==> config.mk <==
export PLATFORM = sky130hd
export DESIGN_NAME = addressable_shift_register
export DESIGN_NICKNAME = d
export VERILOG_FILES = /design/src/verilog/shift_chain_pkg.sv /design/src/verilog/bit_stream_if.sv /design/src/verilog/addressable_shift_register.sv /design/src/verilog/bit_fifo.sv
export SDC_FILE = /design/constraint.sdc
export NUM_CORES = 1
export LEC_CHECK = 0
export BUFFER_PORTS_ARGS = -buffer_cell sky130_fd_sc_hd__buf_4
export CAP_MARGIN = 20
export CORE_MARGIN = 2
export CORE_UTILIZATION = 46
export DETAILED_ROUTE_END_ITERATION = 8
export PLACE_DENSITY = 0.63
export SLEW_MARGIN = 25
export SYNTH_ARGS = -nofsm -noshare
export SYNTH_HDL_FRONTEND = slang
export SYNTH_SLANG_ARGS = --single-unit
==> constraint.sdc <==
create_clock -name ref_clk_i -period 8.5 [get_ports ref_clk_i]
set_input_delay 0.85 -clock ref_clk_i [delete_from_list [all_inputs] [get_ports ref_clk_i]]
set_output_delay 0.85 -clock ref_clk_i [all_outputs]
set_load 0.005 [all_outputs]
==> src/verilog/shift_chain_pkg.sv <==
// Functional notes
// - each element holds 32 bits and can delay the serial input by any amount from 1 to 32 edges.
// - the cascade bit of one element feeds the shift input of the next, so four give up to 128.
// - only the far end of the group drives the cascade output; longer chains use plain routing.
// - the stored bits change only on the clock edge and only while the clock enable is high.
// - a five-bit tap address picks which of the 32 bits of an element shows on its main output.
// - the stored bits have no set or reset path of any kind.
// - the optional output flip-flop presents the tap read exactly one cycle after the live read.
// - a shift stores the serial input in bit zero and moves every bit up one place in one edge, save that in split mode bit 16 takes the split input.
// - the cascade output always carries the last stored bit and changes only after a shift.
// - the main output follows the applied tap address at once, whatever the clock and enable do.
// - with the tap address fixed at N the element acts as a shift register of length N plus one.
// - with a fixed tap address the main output changes only with a shift, showing the moved bit.
// - one element can work as two independent 16-bit shift registers.
// - chained elements and the wide muxes give a 128-bit register with access to any bit.
package shift_chain_pkg;

  localparam int ELEM_BITS   = 32;
  localparam int ELEM_COUNT  = 4;
  localparam int CHAIN_BITS  = ELEM_BITS * ELEM_COUNT;
  localparam int TAP_W       = 5;
  localparam int CHAIN_TAP_W = 7;
  localparam int HALF_BITS   = 16;
  localparam int HALF_TAP_W  = 4;
  localparam int PAIR_SEL    = 5;
  localparam int QUAD_SEL    = 6;
  localparam int LAST_BIT    = ELEM_BITS - 1;
  localparam int LAST_ELEM   = ELEM_COUNT - 1;

  // ****************************************
  // input buffer
  // ****************************************
  localparam int FIFO_WIDTH  = 2;
  localparam int FIFO_DEPTH  = 16;
  localparam int FIFO_MAIN   = 0;
  localparam int FIFO_SPLIT  = 1;

  typedef logic [ELEM_BITS-1:0] elem_type;

  typedef struct packed {
    elem_type [ELEM_COUNT-1:0] store;
    logic                      sync_tap;
  } chain_state_type;

endpackage
==> src/verilog/bit_stream_if.sv <==
`timescale 1ns/10ps
interface bit_stream_if;
  logic                                 valid;
  logic                                 ready;
  logic [shift_chain_pkg::FIFO_WIDTH-1:0] data;

  modport source (output valid, output data, input ready);
  modport sink   (input valid, input data, output ready);
endinterface

==> src/verilog/addressable_shift_register.sv <==
`timescale 1ns/10ps
module addressable_shift_register (
  input  wire logic                                    ref_clk_i,
  input  wire logic                                    resetn_i,
  input  wire logic                                    serial_shift_in_i,
  input  wire logic                                    split_shift_in_i,
  input  wire logic                                    shift_valid_i,
  output logic                                         shift_ready_o,
  input  wire logic                                    shift_ce_i,
  input  wire logic                                    split_mode_i,
  input  wire logic [shift_chain_pkg::CHAIN_TAP_W-1:0] tap_addr_i,
  output logic      [shift_chain_pkg::ELEM_COUNT-1:0]  element_main_out_o,
  output logic                                         split_upper_out_o,
  output logic      [shift_chain_pkg::ELEM_COUNT-1:0]  last_bit_out_o,
  output logic                                         cascade_shift_out_o,
  output logic                                         chain_bit_out_o,
  output logic                                         chain_bit_sync_o
);

  // ****************************************
  // tap helpers
  // ****************************************
  function automatic logic tap_bit(
    input shift_chain_pkg::elem_type           v,
    input logic [shift_chain_pkg::TAP_W-1:0] a
  );
    tap_bit = v[a];
  endfunction

  function automatic logic half_tap(
    input shift_chain_pkg::elem_type                v,
    input logic                                     upper,
    input logic [shift_chain_pkg::HALF_TAP_W-1:0] a
  );
    logic [shift_chain_pkg::TAP_W-1:0] idx;
    idx      = {upper, a};
    half_tap = v[idx];
  endfunction

  shift_chain_pkg::chain_state_type state_q;
  shift_chain_pkg::chain_state_type state_d;

  bit_stream_if in_stream ();
  bit_stream_if out_stream ();

  logic                                 shift;
  logic                                 din_main;
  logic                                 din_split;
  logic [shift_chain_pkg::TAP_W-1:0]    low_addr;
  logic [shift_chain_pkg::HALF_TAP_W-1:0] half_addr;
  logic [shift_chain_pkg::ELEM_COUNT-1:0] elem_tap;
  logic                                 lower_pair_mux;
  logic                                 upper_pair_mux;
  logic                                 quad_select_mux;
  logic                                 below_tap;

  // ****************************************
  // input buffer
  // ****************************************
  // the buffer lets the feeding logic run ahead while the enable is low
  assign in_stream.valid = shift_valid_i;
  assign in_stream.data  = {split_shift_in_i, serial_shift_in_i};
  assign shift_ready_o   = in_stream.ready;

  bit_fifo #(
    .WIDTH (shift_chain_pkg::FIFO_WIDTH),
    .DEPTH (shift_chain_pkg::FIFO_DEPTH)
  ) u_in_fifo (
    .ref_clk_i (ref_clk_i),
    .resetn_i  (resetn_i),
    .fill      (in_stream.sink),
    .drain     (out_stream.source)
  );

  // the clock enable doubles as the drain side ready, so a low enable fills the buffer
  assign out_stream.ready = shift_ce_i;
  assign shift     = out_stream.valid && shift_ce_i && resetn_i;
  assign din_main  = out_stream.data[shift_chain_pkg::FIFO_MAIN];
  assign din_split = out_stream.data[shift_chain_pkg::FIFO_SPLIT];

  // ****************************************
  // shift path
  // ****************************************
  always_comb begin
    state_d = state_q;
    if (shift) begin
      state_d.store[0] = {state_q.store[0][shift_chain_pkg::LAST_BIT-1:0], din_main};
      if (split_mode_i) begin
        // upper half becomes a second register on its own input
        state_d.store[0][shift_chain_pkg::HALF_BITS] = din_split;
      end
      for (int e = 1; e < shift_chain_pkg::ELEM_COUNT; e++) begin
        // cascade bit of the previous element enters bit zero
        state_d.store[e] = {state_q.store[e][shift_chain_pkg::LAST_BIT-1:0],
                            state_q.store[e-1][shift_chain_pkg::LAST_BIT]};
      end
    end
    // output flip-flop samples the live chain read every edge
    state_d.sync_tap = quad_select_mux;
  end

  // reset clears only the output flip-flop; storage keeps its bits and holds whatever it powered up with
  always_ff @(posedge ref_clk_i) begin
    if (!resetn_i) begin
      state_q.store    <= state_d.store;
      state_q.sync_tap <= 1'b0;
    end else begin
      state_q <= state_d;
    end
  end

  // ****************************************
  // read path
  // ****************************************
  assign low_addr  = tap_addr_i[shift_chain_pkg::TAP_W-1:0];
  assign half_addr = tap_addr_i[shift_chain_pkg::HALF_TAP_W-1:0];

  always_comb begin
    for (int e = 0; e < shift_chain_pkg::ELEM_COUNT; e++) begin
      elem_tap[e]       = tap_bit(state_q.store[e], low_addr);
      last_bit_out_o[e] = state_q.store[e][shift_chain_pkg::LAST_BIT];
    end
    element_main_out_o = elem_tap;
    if (split_mode_i) begin
      element_main_out_o[0] = half_tap(state_q.store[0], 1'b0, half_addr);
    end
  end

  assign split_upper_out_o = half_tap(state_q.store[0], 1'b1, half_addr);

  // only the far end of the group drives the cascade pin
  assign cascade_shift_out_o =
    state_q.store[shift_chain_pkg::LAST_ELEM][shift_chain_pkg::LAST_BIT];

  // pair then quad selection keeps the wide read to two mux levels
  assign lower_pair_mux  = tap_addr_i[shift_chain_pkg::PAIR_SEL] ? elem_tap[1] : elem_tap[0];
  assign upper_pair_mux  = tap_addr_i[shift_chain_pkg::PAIR_SEL] ? elem_tap[3] : elem_tap[2];
  assign quad_select_mux = tap_addr_i[shift_chain_pkg::QUAD_SEL] ? upper_pair_mux
                                                                 : lower_pair_mux;
  assign chain_bit_out_o  = quad_select_mux;
  assign chain_bit_sync_o = state_q.sync_tap;

  // ****************************************
  // checks
  // ****************************************
  // the bit one place below the tap, which a shift moves into the tap
  assign below_tap = tap_bit(state_q.store[0], low_addr - 1'b1);

  // ****************************************
  // chain checks
  // ****************************************
  // independent of the mux tree, so a miswired pair or quad level shows up here
  function automatic logic chain_read(
    input shift_chain_pkg::chain_state_type        s,
    input logic [shift_chain_pkg::CHAIN_TAP_W-1:0] a
  );
    chain_read = s.store[a[shift_chain_pkg::QUAD_SEL:shift_chain_pkg::PAIR_SEL]]
                        [a[shift_chain_pkg::TAP_W-1:0]];
  endfunction

  logic [shift_chain_pkg::CHAIN_TAP_W-1:0] below_addr;
  logic                                    below_chain;

  assign below_addr  = tap_addr_i - 1'b1;
  assign below_chain = chain_read(state_q, below_addr);
endmodule

==> src/verilog/bit_fifo.sv <==
`timescale 1ns/10ps
module bit_fifo #(
  parameter int WIDTH = shift_chain_pkg::FIFO_WIDTH,
  parameter int DEPTH = shift_chain_pkg::FIFO_DEPTH
) (
  input  wire logic       ref_clk_i,
  input  wire logic       resetn_i,
  bit_stream_if.sink      fill,
  bit_stream_if.source    drain
);

  localparam int PTR_W = $clog2(DEPTH);
  localparam int CNT_W = $clog2(DEPTH + 1);
  localparam logic [CNT_W-1:0] FULL_COUNT = CNT_W'(DEPTH);
  localparam logic [PTR_W-1:0] LAST_SLOT  = PTR_W'(DEPTH - 1);

  typedef struct packed {
    logic [DEPTH-1:0][WIDTH-1:0] mem;
    logic [PTR_W-1:0]            wr_ptr;
    logic [PTR_W-1:0]            rd_ptr;
    logic [CNT_W-1:0]            count;
  } fifo_state_type;

  fifo_state_type state_q;
  fifo_state_type state_d;
  logic           push;
  logic           pop;

  function automatic logic [PTR_W-1:0] ptr_next(input logic [PTR_W-1:0] p);
    ptr_next = (p == LAST_SLOT) ? '0 : p + 1'b1;
  endfunction

  // ****************************************
  // handshake
  // ****************************************
  assign fill.ready  = (state_q.count != FULL_COUNT);
  assign drain.valid = (state_q.count != '0);
  assign drain.data  = state_q.mem[state_q.rd_ptr];
  assign push        = fill.valid && fill.ready;
  assign pop         = drain.valid && drain.ready;

  always_comb begin
    state_d = state_q;
    if (push) begin
      state_d.mem[state_q.wr_ptr] = fill.data;
      state_d.wr_ptr              = ptr_next(state_q.wr_ptr);
    end
    if (pop) begin
      state_d.rd_ptr = ptr_next(state_q.rd_ptr);
    end
    if (push && !pop) begin
      state_d.count = state_q.count + 1'b1;
    end else if (pop && !push) begin
      state_d.count = state_q.count - 1'b1;
    end
  end

  // pointers and count reset; the slots need not, nothing reads an empty slot
  always_ff @(posedge ref_clk_i) begin
    if (!resetn_i) begin
      state_q.mem    <= state_d.mem;
      state_q.wr_ptr <= '0;
      state_q.rd_ptr <= '0;
      state_q.count  <= '0;
    end else begin
      state_q <= state_d;
    end
  end
endmodule

# After elaboration in Yosys (flattened, before gate mapping)
# Cells that the tools add are included.
# totals
ff_bits	174
in_bits	14
out_inout_bits	13
elab_cells	75
# op_classes
add_sub_neg	4
order_cmp	6
n_eq_ne	3
muxes	28
n_reduce_logical	10
# op_table
operator	n
$mux 128	1
$mux 36	1
$bwmux 32	1
$bmux 1 s5	4
$lt 5x6->1 const B	2
$mux 1	11
$lt 4x5->1 const B	2
$mux 5	2
$add 4x1->4 const B	2
$bmux 1 s4	2
$bmux 2 s4	1
$demux 2 s4	1
$eq 4x4->1 const B	2
$mux 4	2
$logic_and 1x1->1	6
$lt 4x6->1 const B	1
$add 5x1->5 const B	1
$ne 5x5->1 const B	1
$reduce_bool 5->1	1
$sub 5x1->5 const B	1
$ge 4x1->1 const B	1
$mux 2	2
$logic_not 1->1	2
$reduce_bool 2->1	1

# Logic depth before layout (Yosys ltp)
# Gate-level depths: netlist of the first run.
# logic_depth
depth_word	6
ltp_mapped	13
depth_no_buf	12

# Modules after synthesis
# From an unflattened synthesis of the first run, not the netlist that was laid out.
# hier_totals
hier_cells	441
area_unflattened_um2	7382.1
# modules_own_cells
module	n_inst	cells_per_inst	area_each_um2	seq_area_each_um2
addressable_shift_register	1	283	5252.5	3863.7
bit_fifo	1	158	2129.5	1221.2

# Least setup slack after synthesis of the first run
# OpenSTA, ideal clock, no wires.
# synth_timing
path_kind	input port to flip-flop
start	input port resetn_i
end	register state_q (netlist bit cascade_shift_out_o), enable pin
setup_time_ps	616
arrival_time_ps	6474
required_time_ps	7884
setup_slack_ps	1410
cell_stages	3
path_buffers	1
path_cell_list	inv_1 clkbuf_1 nor2_1
# synth_via
elab_chain_len	2
# synth_lines
item	line_no	source
start: declaration	addressable_shift_register.sv:4	input wire logic resetn_i,
$logic_and 1x1->1	addressable_shift_register.sv:77	assign shift = out_stream.valid && shift_ce_i && resetn_i;
net shift	addressable_shift_register.sv:46	logic shift;
$mux 128	addressable_shift_register.sv:86	if (shift) begin
end signal: assignment	addressable_shift_register.sv:108	state_q <= state_d;
end: declaration	addressable_shift_register.sv:40	shift_chain_pkg::chain_state_type state_q;
# The timed path passes the listed nets, and every way through them passes these cells.
# A chain may end at the register's enable or synchronous reset.

# Worst setup path in the final report of the first run
# layout_timing
start	input port tap_addr_i[1] in the netlist's numbering
end	output port chain_bit_out_o
# layout_via
elab_chain_len	4
word_cells_on_any_way	11
classes_between	mux: 11
# layout_lines
item	line_no	source
start: declaration	addressable_shift_register.sv:11	input wire logic [shift_chain_pkg::CHAIN_TAP_W-1:0] tap_addr_i,
$bmux 1 s5	addressable_shift_register.sv:27	tap_bit = v[a];
$mux 1 (not written as such)	addressable_shift_register.sv:27	
$mux 1, on equally long branches	addressable_shift_register.sv:136, addressable_shift_register.sv:137	
$mux 1 *	addressable_shift_register.sv:138	assign quad_select_mux = tap_addr_i[shift_chain_pkg::QUAD_SEL] ? upper_pair_mux
end: declaration	addressable_shift_register.sv:16	output logic chain_bit_out_o,
# Every way passes the cells marked *; elsewhere a longest branch is shown, timed or not. The select of a mux whose other input is x is not followed.

==> results.md, run 1 <==
* Status: finished, final reports clean
* Rows at 45
* Crit start category: primary input
* Synthesized cell area at 0.00719 sq mm
* CP arrival at 3.12 ns
* Hold_sp: state_q[6]
* I/O Pins at 27
* Clock sink count at 174
* Largest net degree at the start of global routing at 77
* Slew margin rel. at 31.6%
* Global Route Usage Sum at 16.1%
* Core area at 0.0153 sq mm
* Setup crit end: chain_bit_out_o
* Vias per Instance at 5.44
* Unique masters post-synth at 41
* Routed WL at 12500 microns
* RSZ-0062 raised after global routing: false
* DRC at 0
* Post-CTS Hold Buffers at 0
* Worst Reg-to-Reg Cells at 11
* Share of layout cells above drive strength 1 at 18.3%
* Post-synth top area share at 66.8%
* Register area share after synthesis at 70.7%
* Critical path launch point: tap_addr_i[1]
* Worst skew pair latency at 0.43 ns
* Final instance area at 0.00817 sq mm
* Slowest library cell on the worst path: buf_4
* Final worst-path cycle share at 46.7%
* Ys flop type: edfxtp_1
* Period minus WS final at 3.97 ns
* Global-route wire length before repair at 20100 microns
* Area of the multi-input gates at 0.00195 sq mm
* Depth of the CTS H-tree at 4
* Die Height at 129 microns
* Clock buffer count from CTS at 17
* Area delta synth->final at 13.6%
* Max Freq at 252 MHz
* Final-report hold violation count at 0
* Final worst setup slack at 4.53 ns
* Worst-case vdd ir drop at 151 uV
* Pleak at 2.59 nW
* Worst-Margin Slew at 1.02 ns
* Worst Setup End Kind: output port
* Largest cells by area after synthesis: edfxtp_1, mux2i_1, mux4_2
* Clock buffer depth at 2
* Commonest non-fill, non-tap cell in the layout: edfxtp_1
* Asr flop ratio synth at 0%
* Antenna diode count at 0
* Clock skew at 0.0118 ns
* R2R Setup Slk at 5.46 ns
* 1st-pass router iterations at 5
* Synth Area per Inst at 16.6 sq um
* Worst reg2reg startpoint: u_in_fifo.state_q[0]
* Antenna violations before repair at 0
* CTS tree: built
* Gpl congestion at 0.765
* Syn nets at 458
* Syn. warnings at 0
* Crit path cell chain: buf_4, mux2i_1, a22oi_1, a21oi_1, nor4_2, o22ai_1, nor3_1, buf_4
* Final setup vio count at 0
* Place WS at 4.46 ns
* Max Cap Viol at 0
* WP data required at 7.65 ns
* Flops & latches, synth at 174
* P per Cell Area at 271 mW/mm^2
* Post-DR wirelength/cell at 18.4 microns
* Reg2reg end: u_in_fifo.state_q[4]
* Vias in the first global route at 3695
* Die area at 0.0166 sq mm
* Kind of critical path: in -> out
* Port Buffers at 26
* Die Span X at 129 microns
* Leading area contributor after synthesis: edfxtp_1
* Post-DP Area at 0.00753 sq mm
* DRT iter0 DRCs at 401
* Slowest Stage Delay on Critical Path at 0.65 ns
* Post-Synthesis Cells at 434
* # nets final at 481
* Worst-path clk slew at 0.07 ns
* ANT nets after route at 0
* Vias at 3707
* Max Transition Viols Final at 0
* Clock Tree Root: clkbuf_16
* HPWL after DPL at 7860 microns
* Total chip power at 2.22 mW
* Min-Delay Path Class: reg -> reg
* Max FO, Critical Path at 55
* Top cell by count, worst path: buf_4
* Commonest cells after routing, fill and taps aside: edfxtp_1, mux2i_1, buf_4
* Post-CTS setup buffer count at 0
* FF+latch area at 0.00508 sq mm
* Starting Density at 47.1%
* Fillers at 1218
* Total congestion overflow at 0
* Post-CTS Resized at 0
* Setup_tns at 0 ns
* EDFF count, synth at 160
## flip-flops by register name, summed over array words and instances, names as in the netlist
name,cells
state_q,124
cascade_shift_out_o,1
last_bit_out_o,3
u_in_fifo.state_q,45
chain_bit_sync_o,1
## worst min path at each step
| stage | depth (start not counted) | to |
|---|---|---|
| after global placement | 0 | state_q[127] |
| final | 0 | state_q[7] |
| after detailed placement | 0 | state_q[55] |
| after global routing | 0 | state_q[91] |
| after CTS | 0 | state_q[7] |
| after floorplan | 0 | state_q[25] |
## critical path: cells and delay by family
family                 cells  cell delay, ns
multiplexers               1            0.19
AND/OR/NAND/NOR            2            0.66
AO/OA/AOI/OAI              3            0.56
buffers and inverters      2            0.82
## metal layers
metal  up-vias  GRT usage [%]  share of wire, %
li1       1747              -                 -
met1      1892           22.0                46
met2        57           25.4                49
met3        11           4.50               3.6
met4         0           5.18               1.1
met5         -              0                 0
## cell families (layout without fill, tap and decap cells)
group                    count (synthesis)  count (layout)  synth area share, %
AO/OA/AOI/OAI                           62              62                 5.46
XOR/XNOR                                 6               6                0.731
adder cells (fa/ha/maj)                 10              10                 1.84
buffers and inverters                   30              66                 2.28
flip-flops                             174             174                 70.7
multiplexers                            74              74                 13.3
AND/OR/NAND/NOR                         78              78                 5.71
## cell type report
cell class / instances / area share, %
sequential: 174 / 62.3
multi-input combinational: 230 / 23.9
clock buffer: 17 / 5.21
tap: 211 / 3.23
timing repair buffer: 29 / 2.67
clock inverter: 15 / 2.53
inverter: 5 / 0.230
## metrics by stage
| stage | cells | hold slack, ns | utilization [%] |
|---|---|---|---|
| finish | 681 | 0.446 | 53.5 |
| global route | 681 | 0.461 | 53.5 |
| CTS | 681 | 0.445 | 53.5 |
| detailed placement | 649 | 0.435 | 49.4 |
| global placement | 649 | 0.430 | 49.4 |
| floorplan | 434 | 0.417 | - |
## cells in the mapped netlist (5+ instances only)
cell type  number
mux2i_1        54
edfxtp_1      160
buf_2           5
dfxtp_1        14
nand2b_1        6
nor2_1         28
mux4_2         14
nand2_1        17
a21oi_1        25
ha_1            9
a22oi_1        24
inv_1           5
nor3_1          6
buf_4           8
clkbuf_1       10
## where the power goes
group          internal, mW  switching (mW)
combinational         0.126           0.154
sequential             1.05          0.0601
clock                 0.498           0.331
total                  1.67           0.545
No activity file was read; power rests on OpenSTA's default activity.
==> run 2: changes to the inputs <==
Settings changed: ABC_AREA from default to 1.
Clock period 8.5 ns to 4.13 ns, I/O delays scaled along.
==> run 2 against run 1 <==
Compared with the run above:
- global-route usage rose by 2.2 points
- non-clock buffer count did not move
- final area rose by 1.4%
- area after synthesis rose by 2.5%
- die area rose by 2.4%
- clock skew fell by 0.0011 ns
- synthesized cell count rose by 53%
- critical path depth rose by 3
- via count rose by 28%
- power rose by 100%
- wire length rose by 14%
- largest cell class unchanged
==> results.md, run 2 <==
* Max Transition Viols Final at 0 (unchanged)
* Pleak at 3.01 nW (+16%)
* Most frequent cell after synthesis: nand2_1
* CP arrival at 2.49 ns (-0.63 ns)
* Synth Area in XOR/XNOR at 0.475% (-0.26 points)
* Max reg flops at 124 (unchanged)
* Rows at 46 (+2.2%)
* Dpl cells at 878 (+35%)
* Ys flop type: edfxtp_1
* Gpl congestion at 0.788 (+3.0%)
* Final-report hold violation count at 0 (unchanged)
* Crit start category: primary input
* Synth Area in Adders at 1.80% (-0.045 points)
* Largest cells by area after synthesis: edfxtp_1, nand2_1, nand3_1
* Compound-gate portion of the synthesized area at 4.16% (-1.3 points)
* Die area at 0.0171 sq mm (+2.4%)
* Total congestion overflow at 0 (unchanged)
* Post-CTS setup buffer count at 0 (unchanged)
* Top cell by count, worst path: nand3_1
* Largest net degree at the start of global routing at 67 (-13%)
* Synthesized cell area at 0.00737 sq mm (+2.5%)
* Share of layout cells above drive strength 1 at 9.51% (-8.8 points)
* Slew margin rel. at 40.3% (+8.8 points)
* Largest register by flop count: state_q
* WP data required at 3.72 ns (-3.93 ns)
* Post-CTS Resized at 0 (unchanged)
* Asr flop ratio synth at 0% (unchanged)
* Synth Area per Inst at 11.1 sq um (-33%)
* Worst skew pair latency at 0.44 ns (about the same)
* Max FO, Critical Path at 62 (+13%)
* Slowest library cell on the worst path: clkinv_2
* Min-Delay Path Class: in -> reg
* Worst-Margin Slew at 0.893 ns (-0.131 ns)
* Commonest non-fill, non-tap cell in the layout: nand2_1
* Syn. warnings at 0 (unchanged)
* Status: finished, final reports clean
* I/O Pins at 27 (unchanged)
* Clock sink count at 174 (unchanged)
* Post-DR wirelength/cell at 15.8 microns (-14%)
* Worst hold stages at 3 (+3)
* Kind of critical path: in -> out
* Worst Setup End Kind: output port
* Routed WL at 14400 microns (+14%)
* Port Buffers at 26 (unchanged)
* 1st-pass router iterations at 5 (unchanged)
* Register area share after synthesis at 69.0% (-1.7 points)
* Multiplexer area fraction after synthesis at 0% (-13 points)
* Worst Reg-to-Reg Cells at 13 (+2)
* Period minus WS final at 2.90 ns
* RSZ-0062 raised after global routing: false
* Top cells by count, synth: nand2_1, edfxtp_1, nand3_1
* Clock skew at 0.0107 ns (-0.00108 ns)
* Max Freq at 344 MHz
* Leading area contributor after synthesis: edfxtp_1
* Area delta synth->final at 12.4%
* Final worst-path cycle share at 70.3%
* Final worst setup slack at 1.23 ns (-3.30 ns)
* Die Height at 131 microns (+1.2%)
* Clock buffer depth at 2 (unchanged)
* Max Cap Viol at 0 (unchanged)
* DRT iter0 DRCs at 490 (+22%)
* Main combinational cell family by area after synthesis: simple AND/OR/NAND/NOR gates
* DRC at 0 (unchanged)
* Depth of the CTS H-tree at 4 (unchanged)
* Global-route wire length before repair at 24000 microns (+20%)
* Hold_sp: resetn_i
* ANT nets after route at 0 (unchanged)
* Worst-case vdd ir drop at 344 uV (+130%)
* Starting Density at 46.7% (-0.38 points)
* Worst-path clk slew at 0.07 ns (about the same)
* Commonest cells after routing, fill and taps aside: nand2_1, edfxtp_1, nand3_1
* Non-Filler Instances at 910 (+34%)
* P per Cell Area at 542 mW/mm^2 (+100%)
* Simple-gate share of the synthesized area at 20.0% (+14 points)
* Vias in the first global route at 4743 (+28%)
* Crit path cell chain: buf_4, clkinv_2, o21ai_0, nand3_1, nand3_1, nand3_1, nand3_1, nand3_1, nand2_1, inv_1, buf_4
* # nets final at 705 (+47%)
* Die Span X at 131 microns (+1.2%)
* Post-CTS Hold Buffers at 0 (unchanged)
* Flops & latches, synth at 174 (unchanged)
* Core area at 0.0158 sq mm (+3.4%)
* Worst reg2reg startpoint: u_in_fifo.state_q[1]
* Unique masters post-synth at 30 (-27%)
* Antenna diode count at 0 (unchanged)
* Final setup vio count at 0 (unchanged)
* CTS tree: built
* Clock Tree Root: clkbuf_16
* Critical path launch point: tap_addr_i[0]
* Vias at 4743 (+28%)
* Antenna violations before repair at 0 (unchanged)
* Post-Synthesis Cells at 666 (+53%)
* Clock buffer count from CTS at 17 (unchanged)
* Setup_tns at 0 ns (unchanged)
* Vias per Instance at 5.21 (-4.3%)
* Slowest Stage Delay on Critical Path at 0.63 ns (-0.02 ns)
* Post-synth top area share at 65.2% (-1.6 points)
* HPWL after DPL at 8590 microns (+9.3%)
* Syn nets at 690 (+51%)
* EDFF count, synth at 160 (unchanged)
* Global Route Usage Sum at 18.3% (+2.2 points)
* Place WS at 1.25 ns (-3.21 ns)
-- run 2: cell count changes in the layout (fill, tap and decap cells not counted), moves of 5 or more --
cell / before / now
nand2b_1: 6 / 0
mux4_2: 14 / 0
nand3_1: 1 / 107
nor3_1: 6 / 1
a22oi_1: 24 / 0
inv_1: 5 / 36
o21ai_0: 4 / 28
nand2_1: 17 / 185
nor2_1: 27 / 54
mux2i_1: 54 / 0
a21oi_1: 25 / 10
-- run 2: logic make-up (layout without fill, tap and decap cells) --
family / count (synthesis) / after routing
xor+xnor: 4 / 4
compound gates: 54 / 54
flops: 174 / 174
simple gates: 352 / 352
fa+ha+maj: 10 / 10
buf+inv: 72 / 100
-- run 2: final timing paths --
check	slack, ns	end
setup / recovery	1.23	chain_bit_out_o
hold / removal	0.29	u_in_fifo.state_q[7]
hold reg to reg	0.45	state_q[12]
setup reg to reg	1.50	u_in_fifo.state_q[4]
-- run 2: area by class of cell --
| class | count | area (sq um) |
|---|---|---|
| Inverter | 39 | 148 |
| Clock buffer | 17 | 425 |
| Multi-Input combinational cell | 420 | 1950 |
| Fill cell | 1379 | 7490 |
| Timing Repair Buffer | 29 | 243 |
| Tap cell | 216 | 270 |
| Sequential cell | 174 | 5080 |
| Clock inverter | 15 | 158 |
-- run 2: report_power, final --
group / internal (mW) / switching (mW) / leakage, nW / total [mW]
Clock: 0.813 / 0.766 / 0.285 / 1.58
Combinational: 0.237 / 0.440 / 1.34 / 0.677
Sequential: 2.13 / 0.107 / 1.39 / 2.24
-- run 2: per-stage QoR --
step	hold slack, ns	instance area [sq um]	total power, mW	util (%)
after detailed placement	0.434	7700	2.96	48.8
after CTS	0.270	8280	4.53	52.5
after floorplan	0.421	7380	2.76	-
after global routing	0.291	8280	4.73	52.5
after global placement	0.429	7700	2.93	48.8
final	0.287	8280	4.49	52.5
-- run 2: critical path, delay by kind of cell --
kind,cells,cell delay [ns]
AND/OR/NAND/NOR,6,0.66
buffers and inverters,4,0.93
AO/OA/AOI/OAI,1,0.42
-- run 2: routing by layer --
layer | up-vias | global-route usage, % | part of all wire, %
met3 | 20 | 4.89 | 4.9
met2 | 102 | 28.2 | 46
met5 | - | 0 | 0
li1 | 2330 | - | -
met4 | 0 | 6.51 | 1.3
met1 | 2291 | 25.3 | 48
